## src/rtl/czg_pkg.sv

```systemverilog
// Shared constants and types for the channel zero and gain trim bank
package czg_pkg;
  localparam int NUM_CH          = 4;   // Converter channels
  localparam int CH_W            = 2;   // Channel index width
  localparam int WORD_W          = 16;  // Register word width
  localparam int ZERO_W          = 9;   // Zero trim field width
  localparam int ZERO_LSB        = 0;   // Zero trim field position
  localparam int GAIN_W          = 8;   // Gain trim field width
  localparam int GAIN_LSB        = 0;   // Gain trim field position
  localparam int DATA_W          = 14;  // Channel data code width
  localparam int FRAC_W          = 5;   // 1/32 LSB fraction: zero step
  localparam int GAIN_STEP_SHIFT = 3;   // Gain step 0.25 LSB = 8/32 LSB
  localparam int FS_SHIFT_BIP    = 13;  // Half span of a bipolar code
  localparam int FS_SHIFT_UNI    = 14;  // Span of a unipolar code
  localparam int BIP_SHIFT       = FS_SHIFT_BIP - GAIN_STEP_SHIFT;
  localparam int UNI_SHIFT       = FS_SHIFT_UNI - GAIN_STEP_SHIFT;
  localparam int OUT_W           = 22;  // Corrected code, 1/32 LSB units
  localparam logic [ZERO_W-1:0] ZERO_RST = 9'h000;
  localparam logic [GAIN_W-1:0] GAIN_RST = 8'h00;

  // Which trim register of a channel an access names
  typedef enum logic {
    CZG_ZERO,
    CZG_GAIN
  } czg_kind_t;

  // One register access from the serial front end
  typedef struct packed {
    logic [CH_W-1:0]   chan;
    czg_kind_t         kind;
    logic [WORD_W-1:0] data;
  } czg_req_t;
endpackage : czg_pkg

```

## src/rtl/czg_trim_regs.sv

```systemverilog
// Per-channel zero and gain trim registers and the trimmed data path
`timescale 1ns/1ps
`default_nettype none

module czg_trim_regs #(
  parameter int NUM_CH = czg_pkg::NUM_CH
) (
  input  wire logic                                   clk,
  input  wire logic                                   rst_n,
  input  wire logic                                   wr_valid,
  input  wire czg_pkg::czg_req_t                      wr_req,
  input  wire logic                                   rd_valid,
  input  wire czg_pkg::czg_req_t                      rd_req,
  output logic                                        rd_ack,
  output logic [czg_pkg::WORD_W-1:0]                  rd_data,
  input  wire logic [NUM_CH-1:0]                      upd,
  input  wire logic [NUM_CH-1:0]                      unipolar,
  input  wire logic [NUM_CH-1:0][czg_pkg::DATA_W-1:0] code,
  output logic [NUM_CH-1:0]                           out_valid,
  output logic [NUM_CH-1:0][czg_pkg::OUT_W-1:0]       out_code
);

  // The channel index field cannot name more channels than this
  if (NUM_CH < 1 || NUM_CH > (1 << czg_pkg::CH_W))
  begin : g_bad_num_ch
    $error("NUM_CH out of range for the channel index field");
  end

  logic [czg_pkg::ZERO_W-1:0] zero_trim      [NUM_CH];
  logic [czg_pkg::GAIN_W-1:0] gain_trim      [NUM_CH];
  logic [czg_pkg::ZERO_W-1:0] next_zero_trim [NUM_CH];
  logic [czg_pkg::GAIN_W-1:0] next_gain_trim [NUM_CH];
  logic                       next_rd_ack;
  logic [czg_pkg::WORD_W-1:0] next_rd_data;

  // Register writes: only the trim field is kept, upper bits dropped
  always_comb
  begin
    for (int i = 0; i < NUM_CH; i++)
    begin
      next_zero_trim[i] = zero_trim[i];
      next_gain_trim[i] = gain_trim[i];
      if (wr_valid && int'(wr_req.chan) == i)
      begin
        if (wr_req.kind == czg_pkg::CZG_ZERO)
          next_zero_trim[i] = wr_req.data[czg_pkg::ZERO_LSB +:
                                          czg_pkg::ZERO_W];
        else
          next_gain_trim[i] = wr_req.data[czg_pkg::GAIN_LSB +:
                                          czg_pkg::GAIN_W];
      end
    end
  end

  // Reset clears every trim to zero
  always_ff @(posedge clk or negedge rst_n)
  begin
    if (!rst_n)
    begin
      for (int i = 0; i < NUM_CH; i++)
      begin
        zero_trim[i] <= czg_pkg::ZERO_RST;
        gain_trim[i] <= czg_pkg::GAIN_RST;
      end
    end
    else
    begin
      for (int i = 0; i < NUM_CH; i++)
      begin
        zero_trim[i] <= next_zero_trim[i];
        gain_trim[i] <= next_gain_trim[i];
      end
    end
  end

  // Readback shows the stored value before a same-cycle write lands
  always_comb
  begin
    next_rd_ack  = rd_valid;
    next_rd_data = rd_data;
    if (rd_valid)
    begin
      next_rd_data = '0; // Absent channel reads as zero
      for (int i = 0; i < NUM_CH; i++)
      begin
        if (int'(rd_req.chan) == i)
        begin
          if (rd_req.kind == czg_pkg::CZG_ZERO)
            next_rd_data = {{(czg_pkg::WORD_W-czg_pkg::ZERO_W){1'b0}},
                            zero_trim[i]};
          else
            next_rd_data = {{(czg_pkg::WORD_W-czg_pkg::GAIN_W){1'b0}},
                            gain_trim[i]};
        end
      end
    end
  end

  // Read answer registers
  always_ff @(posedge clk or negedge rst_n)
  begin
    if (!rst_n)
    begin
      rd_ack  <= 1'b0;
      rd_data <= '0;
    end
    else
    begin
      rd_ack  <= next_rd_ack;
      rd_data <= next_rd_data;
    end
  end

  // Per-channel correction, held until that channel's own update strobe
  for (genvar c = 0; c < NUM_CH; c++)
  begin : g_ch
    localparam int PROD_W = czg_pkg::WORD_W + czg_pkg::GAIN_W;
    logic signed [czg_pkg::WORD_W-1:0] ext;
    logic signed [PROD_W-1:0]          prod;
    logic signed [czg_pkg::OUT_W-1:0]  gterm;
    logic signed [czg_pkg::OUT_W-1:0]  sum;
    logic [czg_pkg::OUT_W-1:0]         next_out;
    logic                              next_valid;

    // Gain scales with the code's fraction of span; zero simply adds
    always_comb
    begin
      if (unipolar[c])
        ext = $signed({2'b00, code[c]});
      else
        ext = $signed({{2{code[c][czg_pkg::DATA_W-1]}}, code[c]});
      prod = $signed(gain_trim[c]) * ext;
      if (unipolar[c])
        gterm = czg_pkg::OUT_W'(prod >>> czg_pkg::UNI_SHIFT);
      else
        gterm = czg_pkg::OUT_W'(prod >>> czg_pkg::BIP_SHIFT);
      sum = (czg_pkg::OUT_W'(ext) <<< czg_pkg::FRAC_W)
          + czg_pkg::OUT_W'($signed(zero_trim[c]))
          + gterm;
      next_out   = upd[c] ? sum : out_code[c];
      next_valid = upd[c];
    end

    // Output latch of the channel
    always_ff @(posedge clk or negedge rst_n)
    begin
      if (!rst_n)
      begin
        out_code[c]  <= '0;
        out_valid[c] <= 1'b0;
      end
      else
      begin
        out_code[c]  <= next_out;
        out_valid[c] <= next_valid;
      end
    end

  end
endmodule : czg_trim_regs

`default_nettype wire
```

## config.mk

```make
export PLATFORM = sky130hd
export DESIGN_NAME = czg_trim_regs
export DESIGN_NICKNAME = d
export VERILOG_FILES = /design/src/rtl/czg_pkg.sv /design/src/rtl/czg_trim_regs.sv
export SDC_FILE = /design/constraint.sdc
export NUM_CORES = 2
export LEC_CHECK = 0
export ABC_CLOCK_PERIOD_IN_PS = 19500
export BUFFER_PORTS_ARGS = -buffer_cell sky130_fd_sc_hd__buf_2
export CAP_MARGIN = 20
export CORE_UTILIZATION = 60
export CTS_CLUSTER_DIAMETER = 40
export DETAILED_ROUTE_END_ITERATION = 10
export HOLD_SLACK_MARGIN = 0.03
export PLACE_DENSITY_LB_ADDON = 0.15
export RECOVER_POWER = 25
export SLEW_MARGIN = 25
export SYNTH_ARGS = -nofsm -noshare
export SYNTH_HDL_FRONTEND = slang
export SYNTH_SLANG_ARGS = --single-unit
```

## constraint.sdc

```tcl
create_clock -name clk -period 19.5 [get_ports clk]
set_clock_uncertainty 0.1 [all_clocks]
set_input_delay 3.9 -clock clk [delete_from_list [all_inputs] [get_ports clk]]
set_output_delay 3.9 -clock clk [all_outputs]
set_load 0.03 [all_outputs]
```

==> results.json <==
{
  "status": "complete, but fails checks",
  "violations": "max-capacitance violations, max-slew violations",
  "pin_count": 215,
  "clock_sinks": 170,
  "synth_common_cells": "540 x inv_1, 456 x fa_1, 291 x and2_1, 268 x ha_1, 217 x nand2_1",
  "finalMaxSlewViolations": 145,
  "endpoint_kind": "flip-flop",
  "hpwlAfterDp_um": 56700,
  "vias_per_cell": 5.75,
  "layout-drive-gt1-share": 0.116,
  "start_util": 0.609,
  "dr.pass1.iters": 5,
  "synthCells": 3057,
  "grt_pass1_vias": 23700,
  "cts_hold_buf": 0,
  "maxCapViolations": 3,
  "die_w_um": 222,
  "fin_crit_sh": 0.624,
  "clock_path_buffers": 2,
  "post_drt_wl_per_cell_um": 18.4,
  "netlist.area_leader.share": 0.313,
  "numCtsBuffers": 17,
  "rows": 80,
  "yosys-mux-area-fraction": 0.0662,
  "synth.most_common_cell": "inv_1",
  "die_area_um2": 49500,
  "fin_nets": 4014,
  "grt_usage": 0.303,
  "drt-initial-drc-count": 1411,
  "synth_simple_gate_area_frac": 0.147,
  "cts_root_buffer": "clkbuf_16",
  "htreeDepth": 4,
  "required_ns": 19.73,
  "postSynthAreaPerCell_um2": 9.53,
  "crit_fanout": 29,
  "critical-path-max-stage-delay_ns": 0.55,
  "arrival_ns": 12.40,
  "ys_ff_latch": 170,
  "ys_types": 80,
  "path_common_cell": "fa_1",
  "crit_slowest_cell": "fa_1",
  "yosysWarnings": 0,
  "synth_xor_area_frac": 0.0325,
  "crit_family": "adder cells",
  "crit_path_start_kind": "input port",
  "period_minus_slack_ns": 12.17,
  "ant_nets": 0,
  "vias": 22000,
  "finalSetupTns_ns": 0,
  "crit_type": "in -> reg",
  "synth.area.top_cells": "fa_1 31%, dfrtp_1 15%, ha_1 12%",
  "postCtsSetupBuffers": 0,
  "max-slew-margin-rel": -1.10,
  "finalHoldViolCount": 0,
  "grt_overflow_total": 0,
  "cts_resized": 0,
  "synth_compound_area_frac": 0.0972,
  "ys_seq_area_frac": 0.146,
  "yosys.area_share.adder": 0.428,
  "async_reset_ff_frac": 1.00,
  "portBuffers": 184,
  "core_area_um2": 47800,
  "gp_congestion": 0.896,
  "antenna_found_initial": 12,
  "area_growth_pct": 6.79,
  "clk_latency_ns": 0.44,
  "dieHeight_um": 222,
  "path_clk_slew_ns": 0.07,
  "hold_path_class": "reg -> reg",
  "worstPathBufferInverterCount": 4,
  "synthFlopType": "dfrtp_1",
  "rsz0062_at_grt": "false",
  "grt_pass1_wl_um": 120000,
  "yosysTopAreaCell": "fa_1",
  "worst_slew_pin_slew_ns": 3.16,
  "syn_area_um2": 29100,
  "synth_top_family_by_area": "adder cells",
  "wl_um": 70300,
  "drc": 0,
  "grt_max_degree": 63,
  "cts_tree": "yes",
  "max_freq_mhz": 82.2,
  "setup_viol": 0,
  "synth_edf_count": 0
}
[through the flow]
stage	hold slack [ns]	utilization	std cells	instance area [um^2]	setup WS, ns
2_1_floorplan	0.397	-	3063	29200	8.33
3_3_place_gp	0.366	0.639	3780	30600	7.17
3_5_place_dp	0.374	0.639	3780	30600	6.94
4_1_cts	0.394	0.651	3812	31100	7.37
5_1_grt	0.412	0.650	3815	31100	6.71
6_report	0.392	0.650	3818	31100	7.33
[final cells by class]
| type | instances | area [um^2] |
|---|---|---|
| sequential | 170 | 4250 |
| tap | 615 | 769 |
| antenna | 6 | 15.0 |
| clock inverter | 14 | 155 |
| timing repair buffer | 192 | 953 |
| multi-input combinational | 2262 | 22500 |
| inverter | 541 | 2030 |
| clock buffer | 18 | 429 |
| fill | 3957 | 16700 |
[worst reg2reg max path: cells and delay by family, from the launching register on]
kind / cells / cell delay [ns]
adders and majority gates: 7 / 3.29
AOI/OAI and AO/OA: 14 / 3.47
xor gates and xnor gates: 1 / 0.56
DFF: 1 / 0.69
buffers and inverters: 2 / 0.53
[layer usage]
| metal | vias to the layer above | share of wire | track usage |
|---|---|---|---|
| met5 | - | 0.0013 | 0 |
| met4 | 14 | 0.026 | 0.0865 |
| met3 | 133 | 0.063 | 0.0588 |
| met2 | 579 | 0.49 | 0.520 |
| met1 | 11100 | 0.42 | 0.389 |
| li1 | 10100 | - | - |
[kinds of logic (layout without fill, tap and decap cells)]
| group | Yosys count | in the layout |
|---|---|---|
| other | 1 | 13 |
| muxes | 156 | 156 |
| buffers and inverters | 631 | 765 |
| AOI/OAI and AO/OA | 437 | 437 |
| and+or+nand+nor | 830 | 830 |
| DFF | 170 | 170 |
| xor gates and xnor gates | 108 | 108 |
| adders and majority gates | 724 | 724 |
[worst paths after layout]
path                               start           end  slack, ns  cells after the start
max                          unipolar[1]  out_code[41]       7.33                     30
min                         out_code[40]  out_code[40]       0.39                      2
max reg2reg                gain_trim[31]  out_code[20]      10.71                     24
min reg2reg                 out_code[40]  out_code[40]       0.39                      2
max in group asynchronous          rst_n  out_code[34]      11.18                      2
min in group asynchronous          rst_n  out_code[20]       4.39                      1
[state kept, by name (all words and copies together), names as in the netlist]
signal     flops
out_valid      4
out_code      88
gain_trim     32
rd_ack         1
zero_trim     36
rd_data        9
[layout by cell type, fill, tap and decap left out, types with 22 or more instances in the layout]
cell type  Yosys  layout
xnor2_1       86      86
nand3_1       29      29
nand2_1      217     217
fa_1         456     456
buf_2          1     177
inv_1        540     540
nor2b_1       22      22
a21oi_1      119     119
o21ai_0       92      92
nand2b_1      33      33
nor2_1       129     129
xor2_1        22      22
mux2_2       120     120
dfrtp_1      170     170
and2_1       291     291
ha_1         268     268
a21o_1        51      51
a31oi_1       26      26
nor3_1        35      35
Power is left out: the tool's default activity adds up to more than one toggle a clock period on the data nets, which glitch-free logic cannot reach.
